## src/hdl/tpw_pkg.sv

```systemverilog
// constants, register map and field layout of the timer2 pwm block
package tpw_pkg;
    localparam int ADDR_W = 4;
    localparam int DATA_W = 32;
    localparam int CNT_W = 10;
    localparam int PS_W = 8;
    localparam int SEL_W = 3;
    // word index of each register; byte address is four times this
    localparam logic [ADDR_W-1:0] IDX_COUNT_LOW = 4'h9;
    localparam logic [ADDR_W-1:0] IDX_CTRL_ONE = 4'hA;
    localparam logic [ADDR_W-1:0] IDX_CTRL_TWO = 4'hB;
    localparam logic [ADDR_W-1:0] IDX_DUTY_LOW = 4'hC;
    localparam logic [ADDR_W-1:0] IDX_HIGH_BITS = 4'hD;
    localparam logic [ADDR_W-1:0] IDX_STATUS = 4'hE;
    localparam logic [ADDR_W-1:0] IDX_PS_VALUE = 4'hF;
    // control one fields
    localparam int B_COUNT_EN = 0;
    localparam int B_RELOAD_SEL = 1;
    localparam int B_ONE_SHOT = 2;
    localparam int B_ACTIVE_LOW = 6;
    localparam int B_PIN_EN = 7;
    // control two fields
    localparam int B_PS_DIS_N = 3;
    localparam int B_EDGE_SEL = 4;
    localparam int B_CLK_SRC = 5;
    // shared high bits fields and the status underflow bit
    localparam int B_RELOAD_HI = 6;
    localparam int B_DUTY_HI = 2;
    localparam int B_UNDERFLOW = 0;
    localparam logic [7:0] CTRL_ONE_RST = 8'h00;
    localparam logic [7:0] CTRL_TWO_RST = 8'h3F;
    localparam logic [7:0] HIGH_BITS_RST = 8'h00;
    localparam logic [7:0] DUTY_RST = 8'h00;
    localparam logic [CNT_W-1:0] CNT_FULL = 10'h3FF;
    localparam logic [CNT_W-1:0] CNT_ZERO = 10'h000;
    localparam logic [CNT_W-1:0] CNT_RST = 10'h3FF;
    localparam logic [PS_W-1:0] PS_ONE = 8'h01;
    localparam logic [PS_W-1:0] PS_RST = 8'hFF;
    typedef enum logic [1:0] {
        BUS_IDLE = 2'b00,
        BUS_ACK = 2'b01
    } tpw_bus_t;
endpackage : tpw_pkg

```

## src/hdl/tpw_tick_gen.sv

```systemverilog
// count tick source: clock choice, external edge detect and prescaler
module tpw_tick_gen
    import tpw_pkg::*;
(
    input wire logic clk_i,
    input wire logic rst_i,
    input wire logic ext_clk_i,
    input wire logic clk_src_i,
    input wire logic edge_sel_i,
    input wire logic ps_dis_n_i,
    input wire logic [SEL_W-1:0] ratio_i,
    output logic tick_o,
    output logic [PS_W-1:0] ps_value_o
);
    logic sync1_q;
    logic sync2_q;
    logic sync3_q;
    logic [PS_W-1:0] ps_q;
    logic [PS_W-1:0] ps_d;
    logic [PS_W-1:0] ps_mask;
    logic raw_tick;
    logic ps_tick;

    // two-flop synchroniser, third flop only feeds the edge detector
    always_ff @(posedge clk_i or posedge rst_i) begin
        if (rst_i) begin
            sync1_q <= 1'b0;
            sync2_q <= 1'b0;
            sync3_q <= 1'b0;
        end else begin
            sync1_q <= ext_clk_i;
            sync2_q <= sync1_q;
            sync3_q <= sync2_q;
        end
    end

    wire rise = sync2_q & ~sync3_q;
    wire fall = ~sync2_q & sync3_q;
    wire ext_edge = edge_sel_i ? fall : rise;
    assign raw_tick = clk_src_i ? ext_edge : 1'b1;

    // divide by 2^(ratio+1): tick when the low ratio+1 bits wrap
    assign ps_mask = PS_W'((16'h0002 << ratio_i) - 16'h0001);
    assign ps_d = ps_q - PS_ONE;
    assign ps_tick = raw_tick && ((ps_q & ps_mask) == '0);
    assign tick_o = ps_dis_n_i ? raw_tick : ps_tick;
    assign ps_value_o = ps_q;

    always_ff @(posedge clk_i or posedge rst_i) begin
        if (rst_i) begin
            ps_q <= PS_RST;
        end else if (ps_dis_n_i) begin
            ps_q <= PS_RST;
        end else if (raw_tick) begin
            ps_q <= ps_d;
        end
    end
endmodule : tpw_tick_gen

```

## src/hdl/tpw_timer.sv

```systemverilog
// timer2 with prescaler, pwm output and avalon-mm register slave
module tpw_timer
    import tpw_pkg::*;
(
    input wire logic CLK_SYS_I,
    input wire logic RESET_I,
    input wire logic [tpw_pkg::ADDR_W-1:0] AVS_ADDRESS_I,
    input wire logic AVS_READ_I,
    input wire logic AVS_WRITE_I,
    input wire logic [tpw_pkg::DATA_W-1:0] AVS_WRITEDATA_I,
    input wire logic [3:0] AVS_BYTEENABLE_I,
    output logic [tpw_pkg::DATA_W-1:0] AVS_READDATA_O,
    output logic AVS_WAITREQUEST_O,
    input wire logic EXT_CLOCK_PIN_I,
    input wire logic GPIO_OUT_I,
    input wire logic GPIO_OE_N_I,
    output logic PWM_PORT_PIN_O,
    output logic PWM_PORT_PIN_OE_N_O,
    output logic UNDERFLOW_O
);
    import tpw_pkg::*;

    tpw_bus_t bus_q;
    tpw_bus_t bus_d;
    logic [7:0] ctrl_one_q;
    logic [7:0] ctrl_two_q;
    logic [7:0] high_q;
    logic [7:0] duty_q;
    logic [CNT_W-1:0] cnt_q;
    logic [CNT_W-1:0] cnt_d;
    logic [CNT_W-1:0] reload_q;
    logic stopped_q;
    logic uflow_q;
    logic sticky_q;
    logic pwm_q;
    logic [DATA_W-1:0] rdata_q;
    logic tick;
    logic [PS_W-1:0] ps_value;

    // every access takes one wait cycle, answered in BUS_ACK
    wire req = AVS_READ_I | AVS_WRITE_I;
    wire acc = (bus_q == BUS_ACK);
    assign bus_d = (bus_q == BUS_IDLE && req) ? BUS_ACK : BUS_IDLE;
    assign AVS_WAITREQUEST_O = req & ~acc;
    assign AVS_READDATA_O = rdata_q;

    wire wr = acc & AVS_WRITE_I & AVS_BYTEENABLE_I[0];
    // read data is captured in the wait cycle so it stands while waitrequest is low
    wire rd = (bus_q == BUS_IDLE) & AVS_READ_I;
    wire wr_count = wr && AVS_ADDRESS_I == IDX_COUNT_LOW;
    wire wr_one = wr && AVS_ADDRESS_I == IDX_CTRL_ONE;
    wire wr_two = wr && AVS_ADDRESS_I == IDX_CTRL_TWO;
    wire wr_duty = wr && AVS_ADDRESS_I == IDX_DUTY_LOW;
    wire wr_high = wr && AVS_ADDRESS_I == IDX_HIGH_BITS;
    wire wr_stat = wr && AVS_ADDRESS_I == IDX_STATUS;
    wire [7:0] wbyte = AVS_WRITEDATA_I[7:0];

    wire count_en = ctrl_one_q[B_COUNT_EN];
    wire reload_sel = ctrl_one_q[B_RELOAD_SEL];
    wire one_shot = ctrl_one_q[B_ONE_SHOT];
    wire active_low = ctrl_one_q[B_ACTIVE_LOW];
    wire pin_en = ctrl_one_q[B_PIN_EN];
    wire [CNT_W-1:0] reload_new = {high_q[B_RELOAD_HI+1:B_RELOAD_HI], wbyte};
    wire [CNT_W-1:0] duty = {high_q[B_DUTY_HI+1:B_DUTY_HI], duty_q};

    // read mux; the duty byte is write-only and reads as zero
    logic [7:0] rmux;
    always_comb begin
        case (AVS_ADDRESS_I)
            IDX_COUNT_LOW: rmux = cnt_q[7:0];
            IDX_CTRL_ONE: rmux = ctrl_one_q;
            IDX_CTRL_TWO: rmux = ctrl_two_q;
            IDX_HIGH_BITS: rmux = high_q;
            IDX_STATUS: rmux = {7'h00, sticky_q};
            IDX_PS_VALUE: rmux = ps_value;
            default: rmux = 8'h00;
        endcase
    end

    tpw_tick_gen u_tick (
        .clk_i(CLK_SYS_I),
        .rst_i(RESET_I),
        .ext_clk_i(EXT_CLOCK_PIN_I),
        .clk_src_i(ctrl_two_q[B_CLK_SRC]),
        .edge_sel_i(ctrl_two_q[B_EDGE_SEL]),
        .ps_dis_n_i(ctrl_two_q[B_PS_DIS_N]),
        .ratio_i(ctrl_two_q[SEL_W-1:0]),
        .tick_o(tick),
        .ps_value_o(ps_value)
    );

    wire step = count_en & tick & ~stopped_q;
    wire at_zero = (cnt_q == CNT_ZERO);
    wire uflow = step & at_zero;
    always_comb begin
        cnt_d = cnt_q - 10'h001;
        if (at_zero) begin
            cnt_d = reload_sel ? reload_q : CNT_FULL;
        end
    end

    always_ff @(posedge CLK_SYS_I or posedge RESET_I) begin
        if (RESET_I) begin
            bus_q <= BUS_IDLE;
            rdata_q <= '0;
        end else begin
            bus_q <= bus_d;
            if (rd) begin
                rdata_q <= {24'h000000, rmux};
            end
        end
    end

    always_ff @(posedge CLK_SYS_I or posedge RESET_I) begin
        if (RESET_I) begin
            ctrl_one_q <= CTRL_ONE_RST;
            ctrl_two_q <= CTRL_TWO_RST;
            high_q <= HIGH_BITS_RST;
            duty_q <= DUTY_RST;
        end else begin
            if (wr_one) ctrl_one_q <= wbyte;
            if (wr_two) ctrl_two_q <= wbyte;
            if (wr_high) high_q <= wbyte;
            if (wr_duty) duty_q <= wbyte;
        end
    end

    always_ff @(posedge CLK_SYS_I or posedge RESET_I) begin
        if (RESET_I) begin
            cnt_q <= CNT_RST;
            reload_q <= CNT_RST;
            stopped_q <= 1'b0;
        end else if (wr_count) begin
            cnt_q <= reload_new;
            reload_q <= reload_new;
            stopped_q <= 1'b0;
        end else if (step) begin
            if (at_zero && one_shot) begin
                stopped_q <= 1'b1;
            end else begin
                cnt_q <= cnt_d;
            end
        end
    end

    // underflow pulse and sticky flag; a new underflow beats a clear
    always_ff @(posedge CLK_SYS_I or posedge RESET_I) begin
        if (RESET_I) begin
            uflow_q <= 1'b0;
            sticky_q <= 1'b0;
        end else begin
            uflow_q <= uflow;
            if (uflow) begin
                sticky_q <= 1'b1;
            end else if (wr_stat && wbyte[B_UNDERFLOW]) begin
                sticky_q <= 1'b0;
            end
        end
    end

    // period from reload value or full count, active while count_en and count at or below duty
    wire pwm_act = count_en & (cnt_q <= duty);
    always_ff @(posedge CLK_SYS_I or posedge RESET_I) begin
        if (RESET_I) begin
            pwm_q <= 1'b0;
        end else begin
            pwm_q <= pwm_act ^ active_low;
        end
    end

    assign PWM_PORT_PIN_O = pin_en ? pwm_q : GPIO_OUT_I;
    assign PWM_PORT_PIN_OE_N_O = pin_en ? 1'b0 : GPIO_OE_N_I;
    assign UNDERFLOW_O = uflow_q;

    a_bus_one_wait: assert property (@(posedge CLK_SYS_I) disable iff (RESET_I)
        (req && bus_q == BUS_IDLE) |-> AVS_WAITREQUEST_O ##1 !AVS_WAITREQUEST_O)
        else $error("bus answer not after one wait");
    a_count_write_load: assert property (@(posedge CLK_SYS_I) disable iff (RESET_I)
        wr_count |=> (cnt_q == $past(reload_new) && reload_q == $past(reload_new)))
        else $error("counter write not loaded");
    a_halt_when_off: assert property (@(posedge CLK_SYS_I) disable iff (RESET_I)
        (!count_en && !wr_count) |=> $stable(cnt_q))
        else $error("counter moved while disabled");
    a_reload_full: assert property (@(posedge CLK_SYS_I) disable iff (RESET_I)
        (step && at_zero && !one_shot && !reload_sel && !wr_count) |=> cnt_q == CNT_FULL)
        else $error("no reload to full");
    a_reload_value: assert property (@(posedge CLK_SYS_I) disable iff (RESET_I)
        (step && at_zero && !one_shot && reload_sel && !wr_count) |=> cnt_q == $past(reload_q))
        else $error("no reload of programmed value");
    a_one_shot_stop: assert property (@(posedge CLK_SYS_I) disable iff (RESET_I)
        (step && at_zero && one_shot && !wr_count) |=> (stopped_q && cnt_q == CNT_ZERO))
        else $error("one-shot did not stop");
    a_count_down: assert property (@(posedge CLK_SYS_I) disable iff (RESET_I)
        (step && !at_zero && !wr_count) |=> cnt_q == $past(cnt_q) - 10'h001)
        else $error("counter did not decrement");
    a_pwm_level: assert property (@(posedge CLK_SYS_I) disable iff (RESET_I)
        1'b1 |=> pwm_q == (($past(count_en) && $past(cnt_q) <= $past(duty)) ^ $past(active_low)))
        else $error("pwm level wrong");
    a_pin_takeover: assert property (@(posedge CLK_SYS_I) disable iff (RESET_I)
        pin_en |-> (!PWM_PORT_PIN_OE_N_O && PWM_PORT_PIN_O == pwm_q))
        else $error("pin not driven by pwm");
    a_uflow_pulse: assert property (@(posedge CLK_SYS_I) disable iff (RESET_I)
        uflow |=> (UNDERFLOW_O && sticky_q))
        else $error("underflow not flagged");
endmodule : tpw_timer

```

## config.mk

```make
export PLATFORM = sky130hd
export DESIGN_NAME = tpw_timer
export DESIGN_NICKNAME = d
export VERILOG_FILES = /design/src/hdl/tpw_pkg.sv /design/src/hdl/tpw_tick_gen.sv /design/src/hdl/tpw_timer.sv
export SDC_FILE = /design/constraint.sdc
export NUM_CORES = 1
export LEC_CHECK = 0
export BUFFER_PORTS_ARGS = -buffer_cell sky130_fd_sc_hd__buf_2
export CORE_AREA = 4 4 113 142
export CTS_CLUSTER_DIAMETER = 150
export DETAILED_ROUTE_END_ITERATION = 6
export DIE_AREA = 0 0 117 146
export GPL_ROUTABILITY_DRIVEN = 0
export GPL_TIMING_DRIVEN = 0
export SYNTH_ARGS = -nofsm -noshare
export SYNTH_HDL_FRONTEND = slang
export SYNTH_SLANG_ARGS = --single-unit
```

## constraint.sdc

```tcl
create_clock -name CLK_SYS_I -period 3.2 [get_ports CLK_SYS_I]
set_input_delay 0.64 -clock CLK_SYS_I [delete_from_list [all_inputs] [get_ports CLK_SYS_I]]
set_output_delay 0.64 -clock CLK_SYS_I [all_outputs]
set_load 0.1 [all_outputs]
```

# --- Word level (Yosys, flattened, before mapping) ---
# Cells that the tools add are included.
word_totals:
  mem_bits_ro: 0
  output_inout_bits: 36
  n_memories: 0
  latch_bits: 0
  ff_bits: 76
  elab_cells: 85
  mem_bits_rw: 0
classes:
  reduce_logical: 19
  shifts: 1
  mul: 0
  n_div: 0
  bitwise_logic: 17
  n_addsub: 3
  eq_ne: 9
  muxes: 19
  magnitude_cmp: 1
ops:
  columns: ["cell", "count"]
  rows:
  - ["10-bit 2-to-1 mux", 5]
  - ["8-bit case mux with 6 select lines", 1]
  - ["4-bit == test (second input constant)", 7]
  - ["8-bit 2-to-1 mux", 2]
  - ["8-bit by 1-bit subtractor with 8-bit output (second input constant)", 2]
  - ["1-bit 2-to-1 mux", 11]
  - ["1-bit bitwise AND", 10]
  - ["10-bit <= comparator", 1]
  - ["1-bit logical AND", 10]
  - ["10-bit logical NOT", 1]
  - ["10-bit by 1-bit subtractor with 10-bit output (second input constant)", 1]
  - ["8-bit bitwise AND", 1]
  - ["8-bit logical NOT", 1]
  - ["2-bit nonzero test", 4]
  - ["2-bit by 3-bit left shift with 8-bit output (first input constant)", 1]
  - ["1-bit NOT", 4]
  - ["2-bit AND reduction", 2]
  - ["2-bit logical NOT", 1]
  - ["2-bit inequality test (second input constant)", 1]
  - ["1-bit == test (second input constant)", 1]
  - ["1-bit bitwise OR", 1]
  - ["1-bit XOR", 1]

# --- Longest topological paths before layout ---
# Gate-level depths: netlist of the first run.
logic_depth:
  word_depth: 10
  depth_mapped: 9
  mapped_depth_nobuf: 7

# --- Cells and area by module ---
# From an unflattened synthesis of the first run, not the netlist that was laid out.
hier_totals:
  cells_unflattened: 407
  hier_area_um2: 4342.9
modules_own_cells:
  columns: ["mod", "seq_area_each_um2", "n_inst", "cells_each", "area_each_um2"]
  rows:
  - ["tpw_timer", 1659.1, 1, 334, 3603.5]
  - ["tpw_tick_gen", 285.3, 1, 73, 739.5]

# --- Worst setup path before layout of the first run ---
# Ideal clock, no wire load.
synth_path:
  path_type: "input port to output port"
  startpoint: "in GPIO_OE_N_I"
  endpoint: "out PWM_PORT_PIN_OE_N_O"
  required_time_ns: 2.560
  arrival_time_ns: 1.974
  setup_slack_ns: 0.586
  stages: 1
  n_path_buf: 0
  cell_sequence: "nor2b_1"
synth_between:
  elab_chain_cells: 1
synth_rtl:
  columns: ["item", "line", "source"]
  rows:
  - ["start: declaration", "tpw_timer.sv:16", "input wire logic GPIO_OE_N_I,"]
  - ["1-bit 2-to-1 mux", "tpw_timer.sv:172", "assign PWM_PORT_PIN_OE_N_O = pin_en ? 1'b0 : GPIO_OE_N_I;"]
  - ["end: declaration", "tpw_timer.sv:18", "output logic PWM_PORT_PIN_OE_N_O,"]
# No other way between the ends.

# --- Worst setup path after layout of the first run ---
layout_path:
  startpoint: "reg cnt_q[0]"
  endpoint: "reg stopped_q"
layout_between:
  elab_chain_cells: 4
layout_rtl:
  columns: ["item", "line", "source"]
  rows:
  - ["start: declaration", "tpw_timer.sv:29", "logic [CNT_W-1:0] cnt_q;"]
  - ["start signal: assignment", "tpw_timer.sv:134", "cnt_q <= reload_new;"]
  - ["start signal: assignment", "tpw_timer.sv:141", "cnt_q <= cnt_d;"]
  - ["10-bit logical NOT", "tpw_timer.sv:93", "wire at_zero = (cnt_q == CNT_ZERO);"]
  - ["1-bit logical AND", "tpw_timer.sv:138", "if (at_zero && one_shot) begin"]
  - ["2-bit nonzero test (no source line)", null, null]
  - ["2-bit AND reduction (no source line)", null, null]
  - ["end signal: assignment", "tpw_timer.sv:132", "stopped_q <= 1'b0;"]
  - ["end signal: assignment", "tpw_timer.sv:136", "stopped_q <= 1'b0;"]
  - ["end signal: assignment", "tpw_timer.sv:139", "stopped_q <= 1'b1;"]
  - ["end: declaration", "tpw_timer.sv:32", "logic stopped_q;"]
# No other way between the ends.
# A chain may end at the register's enable or synchronous reset.

==> results of run 1 <==
==> worst paths after layout <==
path | startpoint | to | slack [ps] | cells past startpoint
min reg2reg | u_tick.sync1_q$_DFF_PP0_ | u_tick.sync2_q$_DFF_PP0_ | 360 | 0
min in group CLK_SYS_I | u_tick.sync1_q$_DFF_PP0_ | u_tick.sync2_q$_DFF_PP0_ | 360 | 0
max in group asynchronous | RESET_I | ctrl_two_q[3]$_DFFE_PP1P_ | 2280 | 3
max reg2reg | cnt_q[0]$_DFFE_PP1P_ | stopped_q$_DFFE_PP0P_ | 670 | 8
min | RESET_I | UNDERFLOW_O$_DFF_PP0_ | 320 | 2
max | cnt_q[0]$_DFFE_PP1P_ | stopped_q$_DFFE_PP0P_ | 670 | 8
==> cells by family (layout without fill, tap and decap cells) <==
logic type,count (synthesis),in the layout
multiplexers,48,48
XOR/XNOR,8,8
flip-flops,76,76
buffers and inverters,67,114
other,1,24
adder cells (fa/ha/maj),12,12
AND/OR/NAND/NOR,148,148
AO/OA/AOI/OAI,72,72
==> area by class of cell <==
class,count,area [sq um]
Buffer,46,295.3
Clock buffer,11,252.7
Clock inverter,5,58.81
Fill cell,1503,9619
Inverter,21,81.33
Multi-Input combinational cell,312,2102
Sequential cell,76,1944
Tap cell,182,227.7
Timing Repair Buffer,31,182.7
==> cell usage after synthesis (9+ instances only) <==
cell type / n / area [sq um]
mux2i_1: 12 / 120.1
o21ai_1: 11 / 55.05
nand2_1: 58 / 217.7
clkbuf_1: 15 / 56.30
a21oi_1: 10 / 50.05
o21ai_0: 10 / 50.05
nor2_1: 24 / 90.09
inv_1: 20 / 75.07
nand3_1: 9 / 45.04
mux2_2: 30 / 337.8
a31oi_1: 10 / 62.56
ha_1: 12 / 150.1
buf_4: 24 / 180.2
dfstp_2: 34 / 893.4
nor3_1: 14 / 70.07
dfrtp_1: 42 / 1051
==> per-stage QoR <==
stage               TNS (ps)  utilization  power [W]
floorplan                  0            -   0.002193
global placement      -14440       0.3234   0.002437
detailed placement         0       0.3274   0.002487
CTS                        0       0.3485   0.003568
global route               0       0.3485   0.003754
finish                     0       0.3485   0.003545
==> routing by layer <==
| metal | routed length (microns) | vias up | share of wire |
|---|---|---|---|
| li1 | - | 1608 | - |
| met1 | 4927 | 1635 | 0.44 |
| met2 | 5270 | 98 | 0.47 |
| met3 | 622 | 20 | 0.056 |
| met4 | 342 | 0 | 0.031 |
| met5 | 0 | - | 0 |
==> registers in the layout, summed over array words and instances (netlist names) <==
name / cells
u_tick.ps_value_o: 8
stopped_q: 1
bus_q: 1
u_tick.sync1_q: 1
u_tick.sync3_q: 1
pwm_q: 1
ctrl_one_q: 8
cnt_q: 10
sticky_q: 1
high_q: 8
reload_q: 10
AVS_READDATA_O: 8
u_tick.sync2_q: 1
duty_q: 8
ctrl_two_q: 8
UNDERFLOW_O: 1
==> power by group <==
part	switching [W]	internal [W]
Combinational	0.000667	0.000397
Sequential	0.000202	0.00121
Clock	0.000418	0.000648
==> worst register-to-register path, delay by kind of cell, from the launching register on <==
family / cells / cell delay, ps
AND/OR/NAND/NOR: 3 / 1280
adder cells (fa/ha/maj): 1 / 200
flip-flops: 1 / 390
buffers and inverters: 3 / 450
AO/OA/AOI/OAI: 1 / 140
==> flow_summary.json, run 1 <==
{
  "initialDrtViolationCount": 249,
  "busiest_layer": "met2",
  "use_met1": 0.1761,
  "synth_compound_area_frac": 0.1124,
  "synth_cell_type_count": 56,
  "hp-class": "in2async",
  "grt_pass1_wl_microns": 18170,
  "htree_num_levels": 3,
  "period_minus_slack_ps": 2529,
  "path_buf_inv": 3,
  "finalSetupViolCount": 0,
  "maxCapViolations": 0,
  "worst_slew_pin_slew_ps": 1160,
  "dieWidth_microns": 117,
  "muxShareOfSynthArea": 0.1321,
  "stdcell_count": 684,
  "avgViaCountPerCell": 4.914,
  "finalMaxSlewViolations": 0,
  "async_flop_share": 1.000,
  "post-route-cell-area_sq_mm": 0.005145,
  "post-route-drc-count": 0,
  "status": "completed",
  "fin_hold_ws_ps": 317.0,
  "clock-sinks": 76,
  "dpl_cell_area_sq_mm": 0.004833,
  "finalClockSkew_ps": 4.914,
  "cellPowerDensity_mw_per_mm2": 688.9,
  "numPortBuffers": 28,
  "rsz0062_at_grt": "false",
  "rows": 50,
  "cp.required_ps": 3470,
  "syn_inst": 432,
  "hold_buffers": 0,
  "first_global_vias": 3401,
  "synth_top_family_by_area": "simple AND/OR/NAND/NOR gates",
  "gr-usage-all-layers": 0.1380,
  "n_antenna_cell": 0,
  "insertion_delay_ps": 340,
  "critPathSlowestCell": "or4_4",
  "wl_per_cell_microns": 16.32,
  "mostFrequentLayoutCell": "nand2_1",
  "path_class": "reg2reg",
  "cts_resized": 0,
  "drt-total-wl_microns": 11160,
  "core_sq_mm": 0.01476,
  "synthAdderAreaFrac": 0.03475,
  "clockBufferDepth": 2,
  "crit_path_start_kind": "flip-flop",
  "grt_overflow_total": 0,
  "drive_above_1_share": 0.3028,
  "die_y_microns": 146,
  "yosys_warnings": 0,
  "cp_slowest_stage_delay_ps": 510,
  "fin_ws_ps": 670.7,
  "synth_ff_type": "dfrtp_1",
  "hold_viol_final": 0,
  "preCtsSetupSlack_ps": 380.2,
  "ant_nets": 0,
  "syn2layout_area_growth_pct": 19.08,
  "cts_root_buf": "clkbuf_16",
  "cts_buffers": 9,
  "cts_tree": "done",
  "initial_core_util": 0.2926,
  "synth_seq_area_share": 0.4500,
  "ir_worst_vdd_v": 0.0002147,
  "avgSynthCellArea_sq_um": 10.00,
  "dpl.hpwl_microns": 8180,
  "nets": 556,
  "synth-xor-area-share": 0.01622,
  "p_leak_nw": 2.260,
  "maxSlewHeadroom": 0.2210,
  "finalCritPeriodShare": 0.7904,
  "dr_total_vias": 3361,
  "grt_max_degree": 46,
  "antenna_found_initial": 0,
  "first_pass_iters": 4,
  "syn_area_sq_mm": 0.004320,
  "clk_pin_slew_ps": 60,
  "end_kind": "flip-flop",
  "use_met3": 0.03369,
  "ys_seq_elements": 76,
  "synth_enable_flop_cells": 0,
  "path_cells": "inv_1 > ha_1 > or4b_1 > buf_2 > or3_1 > buf_6 > or4_4 > a21oi_2",
  "cts_setup_buffers": 0,
  "most-common-layout-cells": "nand2_1 (58), dfrtp_1 (42), dfstp_2 (34)",
  "synth-simple-area-share": 0.1671,
  "worstPathArrival_ps": 2800,
  "place_inst": 668,
  "use_met2": 0.2170,
  "dieArea_sq_mm": 0.01708,
  "cpLargestDelayFamily": "simple AND/OR/NAND/NOR gates",
  "io_pins": 83,
  "worst-path-max-fanout": 10,
  "max_freq_ghz": 0.3954
}
Note: power is estimated with default switching activity, not from simulation.
==> run 2: changes to the inputs <==
Settings changed: ABC_AREA set to 1, CORE_AREA 4 4 113 142 to 4 4 112 141, DIE_AREA 0 0 117 146 to 0 0 116 145.
Clock period 3.2 ns to 2.1 ns, I/O delays scaled along.
==> flow_summary.json, run 2 <==
{
  "numPortBuffers": 31,
  "syn_inst": 541,
  "finalClockSkew_ps": 7.120,
  "yosysTopAreaCellShare": 0.2464,
  "clk_pin_slew_ps": 60,
  "top_regs": "cnt_q: 10 flops, reload_q: 10 flops",
  "first_global_vias": 3612,
  "worst-path-max-fanout": 9,
  "fin_setup_tns_ps": 0,
  "first_pass_iters": 5,
  "dieArea_sq_mm": 0.01682,
  "end_kind": "flip-flop",
  "drt-total-wl_microns": 11410,
  "worst_slew_pin_slew_ps": 564.8,
  "htree_num_levels": 3,
  "grt_max_degree": 29,
  "core_sq_mm": 0.01435,
  "grt_overflow_total": 0,
  "avgViaCountPerCell": 4.623,
  "finalCritPeriodShare": 0.9263,
  "io_pins": 83,
  "worstPathArrival_ps": 2210,
  "cp_slowest_stage_delay_ps": 540,
  "mostFrequentLayoutCell": "nand2_1",
  "die_y_microns": 145,
  "cellPowerDensity_mw_per_mm2": 1143,
  "status": "completed",
  "cts_root_buf": "clkbuf_16",
  "wl_per_cell_microns": 14.38,
  "n_antenna_cell": 0,
  "hold_buffers": 0,
  "grt_pass1_wl_microns": 18400,
  "synth_common_cells": "nand2_1 (148), inv_1 (53), o21ai_1 (50), nand3_1 (47), dfrtp_1 (42)",
  "place_inst": 775,
  "synth_cell_type_count": 33,
  "finalMaxSlewViolations": 0,
  "fin_hold_ws_ps": 147.0,
  "dieWidth_microns": 116,
  "synth_enable_flop_cells": 0,
  "synth_top_area_cell": "dfrtp_1",
  "most-common-layout-cells": "nand2_1 (148), inv_1 (52), o21ai_1 (50)",
  "antenna_found_initial": 0,
  "ys_seq_elements": 76,
  "cts_tree": "done",
  "period_minus_slack_ps": 1945,
  "synth_most_common_cell": "nand2_1",
  "clockBufferDepth": 2,
  "async_flop_share": 1.000,
  "initial_core_util": 0.2973,
  "crit_path_start_kind": "flip-flop",
  "r2r_start": "cnt_q[0]$_DFFE_PP1P_",
  "drive_above_1_share": 0.2309,
  "fillerInstances": 1551,
  "ir_worst_vdd_v": 0.0004373,
  "syn2layout_area_growth_pct": 20.36,
  "insertion_delay_ps": 330,
  "clock-sinks": 76,
  "finalSetupViolCount": 0,
  "synth_ff_type": "dfrtp_1",
  "regArea_sq_mm": 0.001944,
  "yosys_warnings": 0,
  "hold_viol_final": 0,
  "p_leak_nw": 2.555,
  "total_power_w": 0.005867,
  "hp-class": "in2async",
  "path_class": "reg2reg",
  "gr-usage-all-layers": 0.1400,
  "multi_input_area_sq_mm": 0.001949,
  "startpoint": "cnt_q[0]$_DFFE_PP1P_",
  "fin_util": 0.3578,
  "rsz0062_at_grt": "false",
  "max_freq_ghz": 0.5141,
  "dr_total_vias": 3666,
  "nets": 669,
  "ant_nets": 0,
  "yosys-top-cells-area": "dfrtp_1 (25%), dfstp_2 (21%), nand2_1 (13%), o21ai_1 (5.9%), nand3_1 (5.5%)",
  "rows": 49,
  "syn_area_sq_mm": 0.004265,
  "initialDrtViolationCount": 284,
  "maxSlewHeadroom": 0.6227,
  "avgSynthCellArea_sq_um": 7.884,
  "path_cells": "inv_1 > ha_2 > nand2_2 > nor2_8 > nand3_4 > clkinv_2 > nand2_4 > nand4_4 > nand3_1 > nand2_1",
  "stdcell_count": 793,
  "critPathSlowestCell": "dfstp_2",
  "post-route-drc-count": 0,
  "cts_buffers": 9,
  "dpl.hpwl_microns": 8666,
  "cp.required_ps": 2360,
  "synth_seq_area_share": 0.4559,
  "maxCapViolations": 0
}
-- run 2: kinds of logic (layout without fill, tap and decap cells) --
kind of cell    after synthesis  in the layout  synth area share
compound gates              101            101            0.1276
xor+xnor                      6              6           0.01232
fa+ha+maj                    12             12           0.03520
buf+inv                     102            152            0.1153
flops                        76             76            0.4559
mux                           1              1          0.002640
other cells                   1             24         0.0008792
simple gates                242            243            0.2502
-- run 2: worst max-delay path: cells and delay by family, from the launching register on --
kind	cells	cell delay, ps
buf+inv	2	270
fa+ha+maj	1	240
flops	1	540
simple gates	7	820
-- run 2: what timing repair did --
action                     in CTS  in global routing
setup endpoints to repair       0                 10
hold endpoints to repair        0                  0
resized for setup               0                  3
setup buffers                   0                  1
-- run 2: final timing paths --
kind | to | slack, ps | cells after the start
max in group asynchronous | cnt_q[9]$_DFFE_PP1P_ | 1370 | 3
hold / removal | u_tick.sync1_q$_DFF_PP0_ | 150 | 2
hold reg to reg | u_tick.sync2_q$_DFF_PP0_ | 350 | 0
setup / recovery | cnt_q[2]$_DFFE_PP1P_ | 150 | 10
min in group CLK_SYS_I | u_tick.sync1_q$_DFF_PP0_ | 200 | 1
setup reg to reg | cnt_q[2]$_DFFE_PP1P_ | 150 | 10
-- run 2: power breakdown --
group / leakage [nW] / total [W] / switching, W / internal, W
logic: 1.49 / 0.00204 / 0.00141 / 0.000637
registers: 0.908 / 0.00215 / 0.000273 / 0.00188
clock network: 0.153 / 0.00167 / 0.000598 / 0.00107
total: 2.56 / 0.00587 / 0.00228 / 0.00359
-- run 2: per-layer routing --
metal	vias to the layer above	GRT usage	wire length, microns
li1	1868	-	-
met1	1670	0.1728	4908
met2	106	0.2316	5463
met3	22	0.02915	691
met4	0	0.06384	344
met5	-	0	0
-- run 2: per-stage QoR --
step / cell area, sq um / setup WS, ps
floorplan: 4360 / 317.9
global placement: 4738 / 109.3
detailed placement: 4778 / 98.74
CTS: 5097 / 83.89
global route: 5134 / 49.27
finish: 5134 / 154.9
-- run 2: layout make-up --
cell class,count,share of cell area
plain buffers,34,0.04582
clock buffers,12,0.04801
clock inverters,4,0.01414
inverters,68,0.05069
multi-input cells,387,0.3797
flip-flops and latches,76,0.3787
well taps,178,0.04338
repair buffers,34,0.03948
==> run 3: changes to the inputs <==
Settings changed: ABC_AREA 1 to not set, CORE_AREA 4 4 112 141 to 4 4 113 142, DIE_AREA 0 0 116 145 to 0 0 117 146.
==> flow_summary.json, run 3 (synthesized netlist as in run 1, its figures left out) <==
{
  "rsz0062_at_grt": "true",
  "rows": 50,
  "drive_above_1_share": 0.3399,
  "core_sq_mm": 0.01476,
  "post-route-cell-area_sq_mm": 0.005343,
  "cts_tree": "done",
  "maxSlewHeadroom": 0.5276,
  "cts_root_buf": "clkbuf_16",
  "first_pass_iters": 5,
  "htree_num_levels": 3,
  "n_antenna_cell": 0,
  "grt_pass1_wl_microns": 18370,
  "cp.required_ps": 2370,
  "dpl_cell_area_sq_mm": 0.004875,
  "dieWidth_microns": 117,
  "finalMaxSlewViolations": 0,
  "place_inst": 668,
  "most-common-layout-cells": "nand2_1 (58), dfrtp_1 (42), dfstp_2 (34)",
  "antenna_found_initial": 0,
  "initialDrtViolationCount": 270,
  "clockBufferDepth": 2,
  "path_class": "reg2reg",
  "m1WireLength_microns": 4679,
  "fin_hold_ws_ps": 74.88,
  "clock-sinks": 76,
  "hold_viol_final": 0,
  "drt-total-wl_microns": 11480,
  "finalCritPeriodShare": 1.061,
  "ant_nets": 0,
  "dr_total_vias": 3466,
  "finalSetupViolCount": 10,
  "period_minus_slack_ps": 2228,
  "syn2layout_area_growth_pct": 23.66,
  "worstPathArrival_ps": 2500,
  "maxCapViolations": 0,
  "gr-usage-all-layers": 0.1390,
  "cellPowerDensity_mw_per_mm2": 1093,
  "finalClockSkew_ps": 7.998,
  "worst_slew_pin_slew_ps": 705.9,
  "max_freq_ghz": 0.4488,
  "hold_buffers": 0,
  "numPortBuffers": 28,
  "violations": "negative setup slack",
  "dpl.hpwl_microns": 8347,
  "highest_layer": "met4",
  "first_global_vias": 3480,
  "grt_max_degree": 34,
  "nets": 563,
  "wl_per_cell_microns": 16.61,
  "initial_core_util": 0.2926,
  "wl_met3_microns": 841,
  "cts_buffers": 9,
  "insertion_delay_ps": 350,
  "avgViaCountPerCell": 5.016,
  "route.met2.wl_microns": 5604,
  "grt_overflow_total": 0,
  "die_y_microns": 146,
  "fin_ws_ps": -128.2,
  "end_kind": "flip-flop",
  "worst-path-max-fanout": 4,
  "ir_worst_vdd_v": 0.0004195,
  "mostFrequentLayoutCell": "nand2_1",
  "clk_pin_slew_ps": 60,
  "p_leak_nw": 2.350,
  "crit_path_start_kind": "flip-flop",
  "dieArea_sq_mm": 0.01708,
  "hp-class": "in2async",
  "status": "complete, but fails checks",
  "preCtsSetupSlack_ps": -485.0,
  "io_pins": 83,
  "stdcell_count": 691,
  "top_regs": "cnt_q: 10 flops, reload_q: 10 flops",
  "post-route-drc-count": 0
}
-- run 3: path summary, 6_finish.rpt --
kind | cells after the start | from | slack, ps | to
worst max-delay path | 6 | cnt_q[0]$_DFFE_PP1P_ | -130 | stopped_q$_DFFE_PP0P_
worst min-delay path | 2 | RESET_I | 70 | u_tick.sync1_q$_DFF_PP0_
worst max register to register | 6 | cnt_q[0]$_DFFE_PP1P_ | -130 | stopped_q$_DFFE_PP0P_
worst min register to register | 0 | u_tick.sync1_q$_DFF_PP0_ | 350 | u_tick.sync2_q$_DFF_PP0_
max in group asynchronous | 4 | RESET_I | 1250 | cnt_q[5]$_DFFE_PP1P_
min in group CLK_SYS_I | 1 | EXT_CLOCK_PIN_I | 180 | u_tick.sync1_q$_DFF_PP0_
-- run 3: timing repair --
action,4_1_cts,5_1_grt
setup endpoints to repair,28,30
pin swaps,12,4
setup buffers,8,2
gates resized for setup,6,11
-- run 3: routing by layer --
layer	up-vias	global-route usage
met1	1671	0.1714
met4	0	0.06368
met5	-	0
met2	135	0.2244
li1	1639	-
met3	21	0.03661
-- run 3: cell type report --
type	instances	area [sq um]
sequential	76	1944
inverter	21	82.58
clock buffer	12	246.5
clock inverter	4	120.1
timing repair buffer	41	274.0
buffer	43	280.3
tap	182	227.7
multi-input combinational	312	2167
fill	1468	9422
-- run 3: critical path: stages (launching register included) --
cell and delay [ps]:
dfstp_2 390, inv_2 70, ha_4 130, or4b_4 500, or3_4 420, or4_4 500
a21oi_2 140
-- run 3: where the power goes --
group	total (W)	switching, W	internal, W
Combinational	0.00177	0.00108	0.000689
Clock	0.00192	0.000606	0.00131
Sequential	0.00215	0.000302	0.00185
Total	0.00584	0.00199	0.00385
-- run 3: per-stage QoR --
stage	total power, W	utilization	setup TNS [ps]
final	0.005842	0.3619	-517.2
after detailed placement	0.003827	0.3302	-13650
after global placement	0.003746	0.3264	-17340
after global routing	0.006125	0.3619	-1612
after floorplan	0.003371	-	-246.4
after CTS	0.005835	0.3595	-418.6
